<file path="config.mk">
export PLATFORM = sky130hd
export DESIGN_NAME = segx_mmu
export DESIGN_NICKNAME = d
export VERILOG_FILES = /design/src/verilog/segx_mmu.v
export VERILOG_INCLUDE_DIRS = /design/src /design/src/common
export SDC_FILE = /design/constraint.sdc
export NUM_CORES = 1
export LEC_CHECK = 0
export BUFFER_PORTS_ARGS = -buffer_cell sky130_fd_sc_hd__buf_2
export CAP_MARGIN = 10
export CELL_PAD_IN_SITES_DETAIL_PLACEMENT = 2
export CELL_PAD_IN_SITES_GLOBAL_PLACEMENT = 2
export CORE_ASPECT_RATIO = 2
export CORE_MARGIN = 5
export CORE_UTILIZATION = 25
export DETAILED_ROUTE_END_ITERATION = 10
export PLACE_DENSITY = 0.72
export SYNTH_ARGS = -nofsm -noshare
export SYNTH_HDL_FRONTEND = slang
export SYNTH_SLANG_ARGS = --single-unit
</file>
<file path="constraint.sdc">
create_clock -name CLK_IN -period 6.4 [get_ports CLK_IN]
set_clock_uncertainty 0.15 [all_clocks]
set_input_delay 1.28 -clock CLK_IN [delete_from_list [all_inputs] [get_ports CLK_IN]]
set_output_delay 1.28 -clock CLK_IN [all_outputs]
set_load 0.03 [all_outputs]
</file>
<file path="src/common/segx_defines.vh">
// constants of the segment address extension block
// Function
// - far jump/call/return reload the code segment
// - relocate bit swaps page regs with port regs
// - save-segment bit resets clear, compatibility mode
// - compat mode: interrupt segment fetches, short frame
// - save mode: push code segment, load from interrupt
// - save mode: interrupt exit restores code segment
// - data paging identical inside and outside ISRs
// - transfer select picks interrupt or transfer segment
// - first 256 program bytes hold the vectors
// - vectors high byte first at 0, 2, 4
// - program address is segment over virtual address
// - top two bits pick page register, 14-bit offset
// - selected interrupt or transfer segment supplies A21-16 over DMA address
`ifndef SEGX_DEFINES_VH
`define SEGX_DEFINES_VH

// widths
`define SEGX_SEG_W        6
`define SEGX_PAGE_W       8
`define SEGX_VADDR_W      16
`define SEGX_PADDR_W      22
`define SEGX_OFS_W        14
`define SEGX_ADDR_W       6

// register byte offsets on the bus
`define SEGX_OFS_PAGE0    6'h00
`define SEGX_OFS_PAGE1    6'h04
`define SEGX_OFS_PAGE2    6'h08
`define SEGX_OFS_PAGE3    6'h0C
`define SEGX_OFS_CODESEG  6'h10
`define SEGX_OFS_IRQSEG   6'h14
`define SEGX_OFS_XFERSEG  6'h18
`define SEGX_OFS_EXTMODE  6'h1C
`define SEGX_OFS_XFERPFX  6'h20
`define SEGX_OFS_STATUS   6'h24
`define SEGX_OFS_GRPE0    6'h28
`define SEGX_OFS_GRPE3    6'h34

// field positions
`define SEGX_BIT_RELOC    5
`define SEGX_BIT_SAVECS   6
`define SEGX_BIT_XSEL     0
`define SEGX_BIT_INSVC    0
`define SEGX_BIT_NEST_LO  4

// reset values
`define SEGX_RST_SEG      6'h00
`define SEGX_RST_PAGE     8'h00
`define SEGX_RST_MODE     8'h00

// vector layout in low program memory
`define SEGX_VK_RESET     2'h0
`define SEGX_VK_DIVZ      2'h1
`define SEGX_VK_TOP       2'h2
`define SEGX_VK_TABLE     2'h3
`define SEGX_VEC_RESET    16'h0000
`define SEGX_VEC_DIVZ     16'h0002
`define SEGX_VEC_TOP      16'h0004
`define SEGX_NEST_W       4
`define SEGX_NEST_MAX     4'hF

`endif

</file>
<file path="src/verilog/segx_mmu.v">
// segment and page address extension unit with avalon register slave
`timescale 1ns/1ps
`include "segx_defines.vh"

module segx_mmu (
    input  wire        CLK_IN,
    input  wire        SYS_RST_IN,
    // avalon-mm slave
    input  wire [5:0]  AVS_ADDRESS_IN,
    input  wire        AVS_READ_IN,
    input  wire        AVS_WRITE_IN,
    input  wire [31:0] AVS_WRITEDATA_IN,
    input  wire [3:0]  AVS_BYTEENABLE_IN,
    output reg  [31:0] AVS_READDATA_OUT,
    output wire        AVS_WAITREQUEST_OUT,
    // port 0-3 data registers living outside
    input  wire [31:0] PORT_RDATA_IN,
    output reg  [3:0]  PORT_WE_OUT,
    output reg  [7:0]  PORT_WDATA_OUT,
    output wire        PORTS_IN_PAGE21_OUT,
    // core control events
    input  wire        FAR_LOAD_IN,
    input  wire [5:0]  FAR_SEG_IN,
    input  wire        FAR_RET_IN,
    input  wire        IRQ_ENTRY_IN,
    input  wire        IRQ_EXIT_IN,
    input  wire [5:0]  POP_SEG_IN,
    output wire        IRQ_FRAME_CSEG_OUT,
    output wire [5:0]  SAVED_SEG_OUT,
    output wire        IN_SERVICE_OUT,
    // address paths
    input  wire [15:0] FETCH_VADDR_IN,
    output reg  [21:0] PROG_ADDR_OUT,
    input  wire [15:0] DATA_VADDR_IN,
    output reg  [21:0] DATA_ADDR_OUT,
    input  wire [15:0] DMA_VADDR_IN,
    output reg  [21:0] DMA_ADDR_OUT,
    input  wire [1:0]  VEC_KIND_IN,
    input  wire [7:0]  VEC_PTR_IN,
    output reg  [21:0] VEC_HI_ADDR_OUT,
    output reg  [21:0] VEC_LO_ADDR_OUT
);

    // segment over 16-bit virtual address
    function [21:0] seg_extend;
        input [5:0]  seg;
        input [15:0] vaddr;
        begin
            seg_extend = {seg, vaddr};
        end
    endfunction

    // register state
    reg  [7:0]  page_q [0:3];
    reg  [5:0]  code_segment_reg_q;
    reg  [5:0]  interrupt_segment_reg_q;
    reg  [5:0]  transfer_segment_reg_q;
    reg         page_reg_relocate_q;
    reg         save_code_seg_on_irq_q;
    reg         transfer_segment_select_q;
    reg  [3:0]  nest_q;
    reg         ack_q;

    wire        bus_req;
    wire        wr_fire;
    wire        lane0;
    wire [3:0]  word_idx;
    wire        hit_page21;
    wire        hit_grpe;
    wire [1:0]  slot;
    wire        slot_is_page;
    wire [7:0]  port_byte;
    wire [5:0]  fetch_seg;
    wire [5:0]  dma_seg;
    wire [1:0]  page_sel;
    reg  [7:0]  rd_byte;
    reg  [15:0] vec_ofs;
    reg  [5:0]  vec_seg;
    integer     i;

    // bus decode
    assign bus_req    = AVS_READ_IN | AVS_WRITE_IN;
    assign wr_fire    = AVS_WRITE_IN & ack_q;
    assign lane0      = AVS_BYTEENABLE_IN[0];
    assign word_idx   = AVS_ADDRESS_IN[5:2];
    assign hit_page21 = (AVS_ADDRESS_IN <= `SEGX_OFS_PAGE3);
    assign hit_grpe   = (AVS_ADDRESS_IN >= `SEGX_OFS_GRPE0) &&
                        (AVS_ADDRESS_IN <= `SEGX_OFS_GRPE3);
    assign slot       = hit_page21 ? word_idx[1:0] : (word_idx[1:0] + 2'h2);
    // slot swap on relocate
    // page registers answer in group e when relocated, else in page 21
    assign slot_is_page = hit_page21 ? ~page_reg_relocate_q : page_reg_relocate_q;
    assign port_byte  = PORT_RDATA_IN[{slot, 3'b000} +: 8];
    assign PORTS_IN_PAGE21_OUT = page_reg_relocate_q;

    // one wait cycle per access, answer on the second
    assign AVS_WAITREQUEST_OUT = bus_req & ~ack_q;

    always @(posedge CLK_IN) begin
        if (SYS_RST_IN) begin
            ack_q <= 1'b0;
        end else begin
            ack_q <= bus_req & ~ack_q;
        end
    end

    // read mux
    always @* begin
        rd_byte = 8'h00;
        if (hit_page21 || hit_grpe) begin
            rd_byte = slot_is_page ? page_q[slot] : port_byte;
        end else begin
            case (AVS_ADDRESS_IN)
                `SEGX_OFS_CODESEG: rd_byte = {2'b00, code_segment_reg_q};
                `SEGX_OFS_IRQSEG:  rd_byte = {2'b00, interrupt_segment_reg_q};
                `SEGX_OFS_XFERSEG: rd_byte = {2'b00, transfer_segment_reg_q};
                `SEGX_OFS_EXTMODE: begin
                    rd_byte = 8'h00;
                    rd_byte[`SEGX_BIT_RELOC]  = page_reg_relocate_q;
                    rd_byte[`SEGX_BIT_SAVECS] = save_code_seg_on_irq_q;
                end
                `SEGX_OFS_XFERPFX: begin
                    rd_byte = 8'h00;
                    rd_byte[`SEGX_BIT_XSEL] = transfer_segment_select_q;
                end
                `SEGX_OFS_STATUS: begin
                    rd_byte = {nest_q, 4'h0};
                    rd_byte[`SEGX_BIT_INSVC] = (nest_q != 4'h0);
                end
                default: rd_byte = 8'h00;
            endcase
        end
    end

    // read data captured in the wait cycle
    always @(posedge CLK_IN) begin
        if (SYS_RST_IN) begin
            AVS_READDATA_OUT <= 32'h00000000;
        end else if (AVS_READ_IN && !ack_q) begin
            AVS_READDATA_OUT <= {24'h000000, rd_byte};
        end
    end

    // port register writes routed by the swap
    always @(posedge CLK_IN) begin
        if (SYS_RST_IN) begin
            PORT_WE_OUT    <= 4'h0;
            PORT_WDATA_OUT <= 8'h00;
        end else begin
            PORT_WE_OUT <= 4'h0;
            if (wr_fire && lane0 && (hit_page21 || hit_grpe) && !slot_is_page) begin
                PORT_WE_OUT[slot] <= 1'b1;
                PORT_WDATA_OUT    <= AVS_WRITEDATA_IN[7:0];
            end
        end
    end

    // data page registers
    always @(posedge CLK_IN) begin
        if (SYS_RST_IN) begin
            for (i = 0; i < 4; i = i + 1) begin
                page_q[i] <= `SEGX_RST_PAGE;
            end
        end else if (wr_fire && lane0 && (hit_page21 || hit_grpe) && slot_is_page) begin
            page_q[slot] <= AVS_WRITEDATA_IN[7:0];
        end
    end

    // mode, segment and transfer prefix registers
    always @(posedge CLK_IN) begin
        if (SYS_RST_IN) begin
            interrupt_segment_reg_q   <= `SEGX_RST_SEG;
            transfer_segment_reg_q    <= `SEGX_RST_SEG;
            page_reg_relocate_q       <= 1'b0;
            save_code_seg_on_irq_q    <= 1'b0;
            transfer_segment_select_q <= 1'b0;
        end else if (wr_fire && lane0) begin
            case (AVS_ADDRESS_IN)
                `SEGX_OFS_IRQSEG:  interrupt_segment_reg_q <= AVS_WRITEDATA_IN[5:0];
                `SEGX_OFS_XFERSEG: transfer_segment_reg_q  <= AVS_WRITEDATA_IN[5:0];
                `SEGX_OFS_EXTMODE: begin
                    page_reg_relocate_q    <= AVS_WRITEDATA_IN[`SEGX_BIT_RELOC];
                    save_code_seg_on_irq_q <= AVS_WRITEDATA_IN[`SEGX_BIT_SAVECS];
                end
                `SEGX_OFS_XFERPFX: transfer_segment_select_q <= AVS_WRITEDATA_IN[`SEGX_BIT_XSEL];
                default: ;
            endcase
        end
    end

    // code segment: far load, far return and save-mode entry/exit win over a bus write in the same cycle
    always @(posedge CLK_IN) begin
        if (SYS_RST_IN) begin
            code_segment_reg_q <= `SEGX_RST_SEG;
        end else if (FAR_LOAD_IN) begin
            code_segment_reg_q <= FAR_SEG_IN;
        end else if (FAR_RET_IN) begin
            code_segment_reg_q <= POP_SEG_IN;
        end else if (IRQ_ENTRY_IN && save_code_seg_on_irq_q) begin
            code_segment_reg_q <= interrupt_segment_reg_q;
        end else if (IRQ_EXIT_IN && save_code_seg_on_irq_q) begin
            code_segment_reg_q <= POP_SEG_IN;
        end else if (wr_fire && lane0 && (AVS_ADDRESS_IN == `SEGX_OFS_CODESEG)) begin
            // software write, only safe in compat isr
            code_segment_reg_q <= AVS_WRITEDATA_IN[5:0];
        end
    end

    // interrupt nesting depth, saturating
    always @(posedge CLK_IN) begin
        if (SYS_RST_IN) begin
            nest_q <= 4'h0;
        end else if (IRQ_ENTRY_IN && !IRQ_EXIT_IN && (nest_q != `SEGX_NEST_MAX)) begin
            nest_q <= nest_q + 4'h1;
        end else if (IRQ_EXIT_IN && !IRQ_ENTRY_IN && (nest_q != 4'h0)) begin
            nest_q <= nest_q - 4'h1;
        end
    end

    assign IN_SERVICE_OUT = (nest_q != 4'h0);

    // frame carries old segment in save mode
    assign IRQ_FRAME_CSEG_OUT = save_code_seg_on_irq_q;
    assign SAVED_SEG_OUT      = code_segment_reg_q;

    // interrupt segment fetches in compat isr
    // far loads there leave fetch unchanged
    assign fetch_seg = (IN_SERVICE_OUT && !save_code_seg_on_irq_q) ?
                       interrupt_segment_reg_q : code_segment_reg_q;

    assign dma_seg  = transfer_segment_select_q ?
                      transfer_segment_reg_q : interrupt_segment_reg_q;

    // top two bits pick the page
    assign page_sel = DATA_VADDR_IN[15:14];

    // registered physical addresses
    always @(posedge CLK_IN) begin
        if (SYS_RST_IN) begin
            PROG_ADDR_OUT <= 22'h000000;
            DATA_ADDR_OUT <= 22'h000000;
            DMA_ADDR_OUT  <= 22'h000000;
        end else begin
            PROG_ADDR_OUT <= seg_extend(fetch_seg, FETCH_VADDR_IN);
            DATA_ADDR_OUT <= {page_q[page_sel], DATA_VADDR_IN[`SEGX_OFS_W-1:0]};
            DMA_ADDR_OUT  <= seg_extend(dma_seg, DMA_VADDR_IN);
        end
    end

    // vector location select
    always @* begin
        vec_seg = interrupt_segment_reg_q;
        vec_ofs = `SEGX_VEC_RESET;
        case (VEC_KIND_IN)
            `SEGX_VK_RESET: begin
                vec_seg = `SEGX_RST_SEG;
                vec_ofs = `SEGX_VEC_RESET;
            end
            `SEGX_VK_DIVZ: vec_ofs = `SEGX_VEC_DIVZ;
            `SEGX_VK_TOP:  vec_ofs = `SEGX_VEC_TOP;
            `SEGX_VK_TABLE: vec_ofs = {8'h00, VEC_PTR_IN[7:1], 1'b0};
            default: vec_ofs = `SEGX_VEC_RESET;
        endcase
    end

    always @(posedge CLK_IN) begin
        if (SYS_RST_IN) begin
            VEC_HI_ADDR_OUT <= 22'h000000;
            VEC_LO_ADDR_OUT <= 22'h000001;
        end else begin
            VEC_HI_ADDR_OUT <= seg_extend(vec_seg, vec_ofs);
            VEC_LO_ADDR_OUT <= seg_extend(vec_seg, vec_ofs | 16'h0001);
        end
    end

endmodule // segx_mmu
</file>
### Word-level counts from Yosys, hierarchy flattened

Memory sizes are Yosys's and may differ from the RTL's. A register that Yosys moved wholly into a read port is not among the register bits.
Index checks and enable logic that the tools add are counted.

* bits in registers: 156
* bits in latches: 0
* bits in writable memories: 32
* ROM bits: 0
* bits of input ports: 152
* output and inout bits: 164
* logic and storage cells: 100
* memories kept: 1

* add/subtract/negate cells: 3
* $mul: 0
* div/mod/pow operators: 0
* order comparisons: 5
* equality and inequality tests: 10
* shifts and indexed selects: 1
* mux-type cells: 26
* bitwise logic cells: 6
* reductions and logical operators: 31

Memory list
* page_q: words 4, bits a word 8, rd ports 2, clocked after memory_dff 1, wr ports 4, RTL line segx_mmu.v:54 `reg [7:0] page_q [0:3];`

Operators with widths (count)
* $pmux W16 S4: 1
* $mux W6: 8
* $pmux W8 S6: 1
* $shiftx A32 B6 Y8: 1
* $eq A6 B5 Y1 const B: 4
* $mux W8: 3
* $logic_and A1 B1 Y1: 15
* $eq A6 B6 Y1 const B: 2
* $mux W1: 8
* $mux W4: 2
* $reduce_and A2 Y1: 4
* $reduce_or A8 Y1: 1
* $ge A6 B6 Y1 const B: 1
* $le A6 B4 Y1 const B: 1
* $le A6 B6 Y1 const B: 1
* $logic_not A1 Y1: 5
* $reduce_bool A5 Y1: 1
* $add A4 B1 Y4 const B: 1
* $eq A2 B2 Y1 const B: 2
* $mux W2: 2
* $ne A4 B4 Y1 const B: 1
* $reduce_bool A4 Y1: 1
* $sub A4 B1 Y4 const B: 1
* $lt A2 B3 Y1 const B: 1
* other kinds (11): 14

### Depth between registers and ports, before layout

* depth after elaboration: 10
* depth in mapped cells: 8
* gate-level depth less buffers: 8

### Worst setup path before layout

Ideal clock, no wire load.

* kind: input to register
* start: in AVS_ADDRESS_IN[5]
* end: mem page_q[2][0], enable pin
* arrival: 2.738 ns
* required time: 5.875 ns
* slack: 3.137 ns
* stages: 7
* path buffers: 3
* cell sequence: buf_2 > or2_1 > buf_4 > xor2_4 > buf_4 > nand2_1 > o21bai_1

RTL lines
* start, declared: RTL line segx_mmu.v:9 `input wire [5:0] AVS_ADDRESS_IN,`
* end, declared: RTL line segx_mmu.v:54

==> results.json <==
{
  "power_frac_comb": 0.161,
  "die_x_um": 129,
  "port_buffers": 245,
  "path_delay_family": "compound AO/OA/AOI/OAI gates",
  "slowest_stage": "o21bai_1",
  "final_hold_viol_count": 0,
  "slew_viol_final": 0,
  "switching_share": 0.309,
  "drc_errors": 0,
  "max_freq_ghz": 0.274,
  "cp.depth": 6,
  "synthArstFlopShare": 0,
  "ys_types": 67,
  "critPathKind": "input pin to flip-flop",
  "place_area_um2": 8390,
  "wire_per_inst_um": 21.3,
  "status": "completed",
  "cts_max_path_buffers": 2,
  "grt_first_pass_wirelength_um": 40200,
  "synth_flop_cell": "dfxtp_1",
  "period_needed_ps": 3650,
  "cp.required_ps": 6330,
  "max-slew-margin-rel": 0.353,
  "synth.top_cell.area_share": 0.351,
  "synth_xor_area_frac": 0.00876,
  "core_um2": 28200,
  "syn_to_final_growth_pct": 26.1,
  "synth-edff-count": 32,
  "clk_pin_slew_ps": 70,
  "grt_use_total": 0.168,
  "setup_viol": 0,
  "crit_fanout": 40,
  "tightest_slew_ps": 971,
  "seqPwrFrac": 0.423,
  "syn-mean-instance-area_um2": 10.3,
  "fp-row-count": 87,
  "end_kind": "flip-flop",
  "dieArea_um2": 32200,
  "internal-power_mw": 1.77,
  "firstDrtPassIters": 4,
  "clk_root_buffer_cell": "clkbuf_16",
  "drive_above_1_share": 0.352,
  "p_clk_frac": 0.416,
  "synthMuxAreaShare": 0.0854,
  "synth-adder-area-share": 0.00631,
  "start_util": 0.253,
  "top_level_ports": 316,
  "fin_tns_setup_ps": 0,
  "viasPerCell": 4.70,
  "die_h_um": 249,
  "drv_cap": 0,
  "fin_area_um2": 9000,
  "cts_buffers": 17,
  "ys_top_cells_by_area": "dfxtp_1, edfxtp_1, buf_4",
  "grt_pass1_vias": 6546,
  "post_cts.repair.setup_buffers": 0,
  "htreeDepth": 4,
  "cts_resized": 0,
  "worstPathArrival_ps": 3570,
  "cp-start-kind": "input pin",
  "crit_buf_inv": 2,
  "yosysWarnings": 0,
  "clk_latency_ps": 440,
  "netlist_area_um2": 7140,
  "rsz0062_at_grt": "false",
  "whs_path_depth": 2,
  "grt_antenna_before_repair": 1,
  "synth_simple_gate_area_share": 0.182,
  "synth_compound_area_frac": 0.138,
  "place.gp.congestion": 0.826,
  "drt_iter0_drc": 178,
  "num_vias": 5965,
  "power_leakage_nw": 4.00,
  "power.density_nw_per_um2": 284,
  "synth_top_family_by_area": "simple AND/OR/NAND/NOR gates",
  "syn_inst": 690,
  "yosysSeqAreaShare": 0.485,
  "synth_top_cell_by_area": "dfxtp_1",
  "path_cells": "buf_2, buf_4, o21a_1, o21a_4, nand2_1, o21bai_1",
  "antennaDiodeCount": 0,
  "ys_seq_elements": 157,
  "overflow": 0,
  "peakVddDrop_uv": 159,
  "clock_sinks": 157,
  "ant_nets": 0,
  "reg2reg_depth": 3,
  "grt_start_max_net_pins": 82,
  "hp-class": "flip-flop to flip-flop",
  "nets": 1056,
  "cpPeakStageDelay_ps": 710,
  "place_hpwl_um": 21200,
  "fin_crit_sh": 0.570,
  "wl_um": 27100,
  "power_mw": 2.56,
  "switchingPower_uw": 791,
  "cts_hold_buf": 0,
  "cts_tree": "done"
}
tightest hold or removal path, delay by kind of cell, from the launching register on:
family             cells  cell delay [ps]
AOI/OAI and AO/OA      1               50
DFF                    1              330
and+or+nand+nor        1               60
cells by family after synthesis:
| family | Yosys count |
|---|---|
| AOI/OAI and AO/OA | 126 |
| xor gates and xnor gates | 5 |
| adders and majority gates | 3 |
| buffers and inverters | 112 |
| DFF | 157 |
| muxes | 48 |
| other | 2 |
| and+or+nand+nor | 237 |
synth_stat cells (all sizes together) (2+ instances only):
master   number
or3           3
nand3         8
o211ai       34
inv          14
ha            2
dfxtp       125
conb          2
a221o         5
o21ai        11
buf          73
and3          5
nor3b         4
nor3         16
o211a         2
and2         46
mux2i        26
nand3b        4
and3b         2
nor2         49
mux4          9
o21bai        6
o21a          3
clkbuf       25
o311ai        2
o311a         6
a21oi        23
nand2        30
a311oi        7
a211oi        2
mux2         13
edfxtp       32
a22o          6
a221oi        8
nor2b        64
o2111ai       2
xor2          5
stage by stage:
step | hold slack (ps) | std cells | utilization | setup WS, ps
2_1_floorplan | 299 | 730 | - | 3140
3_3_place_gp | 327 | 1238 | 0.298 | 2360
3_5_place_dp | 331 | 1238 | 0.298 | 2260
4_1_cts | 341 | 1270 | 0.319 | 2730
5_1_grt | 364 | 1270 | 0.319 | 2620
6_report | 336 | 1270 | 0.319 | 2750
flip-flops by register name, indices dropped and copies added (netlist names):
register,cells
page_q,32
DATA_ADDR_OUT,22
DMA_ADDR_OUT,22
PROG_ADDR_OUT,22
VEC_HI_ADDR_OUT,13
AVS_READDATA_OUT,8
PORT_WDATA_OUT,8
SAVED_SEG_OUT,6
interrupt_segment_reg_q,6
transfer_segment_reg_q,6
PORT_WE_OUT,4
nest_q,4
IRQ_FRAME_CSEG_OUT,1
PORTS_IN_PAGE21_OUT,1
ack_q,1
transfer_segment_select_q,1
path summary, 6_finish.rpt:
check,startpoint,endpoint,slack (ps)
worst max-delay path,AVS_ADDRESS_IN[2],page_q[1][7]$_SDFFCE_PN0P_,2750
worst min-delay path,transfer_segment_reg_q[3]$_SDFFE_PP0P_,transfer_segment_reg_q[3]$_SDFFE_PP0P_,340
worst max register to register,ack_q$_SDFF_PP0_,page_q[1][7]$_SDFFCE_PN0P_,3800
worst min register to register,transfer_segment_reg_q[3]$_SDFFE_PP0P_,transfer_segment_reg_q[3]$_SDFFE_PP0P_,340
layout by cell type (no fill, tap or decap), drive strengths merged, types with 7 or more instances in the layout:
cell type and count:
dfxtp 125, o211ai 34, inv 24, a221oi 8, a21oi 23, conb 42, o21ai 11, nor2 49
nor2b 64, mux2i 26, nor3 16, nand2 30, edfxtp 32, and2 46, mux2 13, mux4 9
a311oi 7, clkbuf 18, buf 250, nand3 8
power by group through the flow:
stage | Sequential [mW] | Combinational, mW | Clock, mW
global route | 1.09 | 0.445 | 1.14
global placement | 1.10 | 0.407 | 0
detailed placement | 1.10 | 0.416 | 0
finish | 1.08 | 0.413 | 1.06
CTS | 1.08 | 0.419 | 1.10
floorplan | 1.16 | 0.226 | 0
layer usage:
metal	share of wire	global-route usage	up-vias
li1	-	-	2756
met1	0.31	0.149	2953
met2	0.59	0.336	197
met3	0.054	0.0393	57
met4	0.045	0.0844	2
met5	0.00048	0	-
cell type report:
class	instances	area, µm²
clock inverters	14	160
fillers	3216	19200
well taps	356	445
clock buffers	18	450
multi-input cells	461	3160
repair buffers	250	1270
inverters	14	52.6
flip-flops and latches	157	3460
Note: power is estimated with default switching activity, not from simulation.
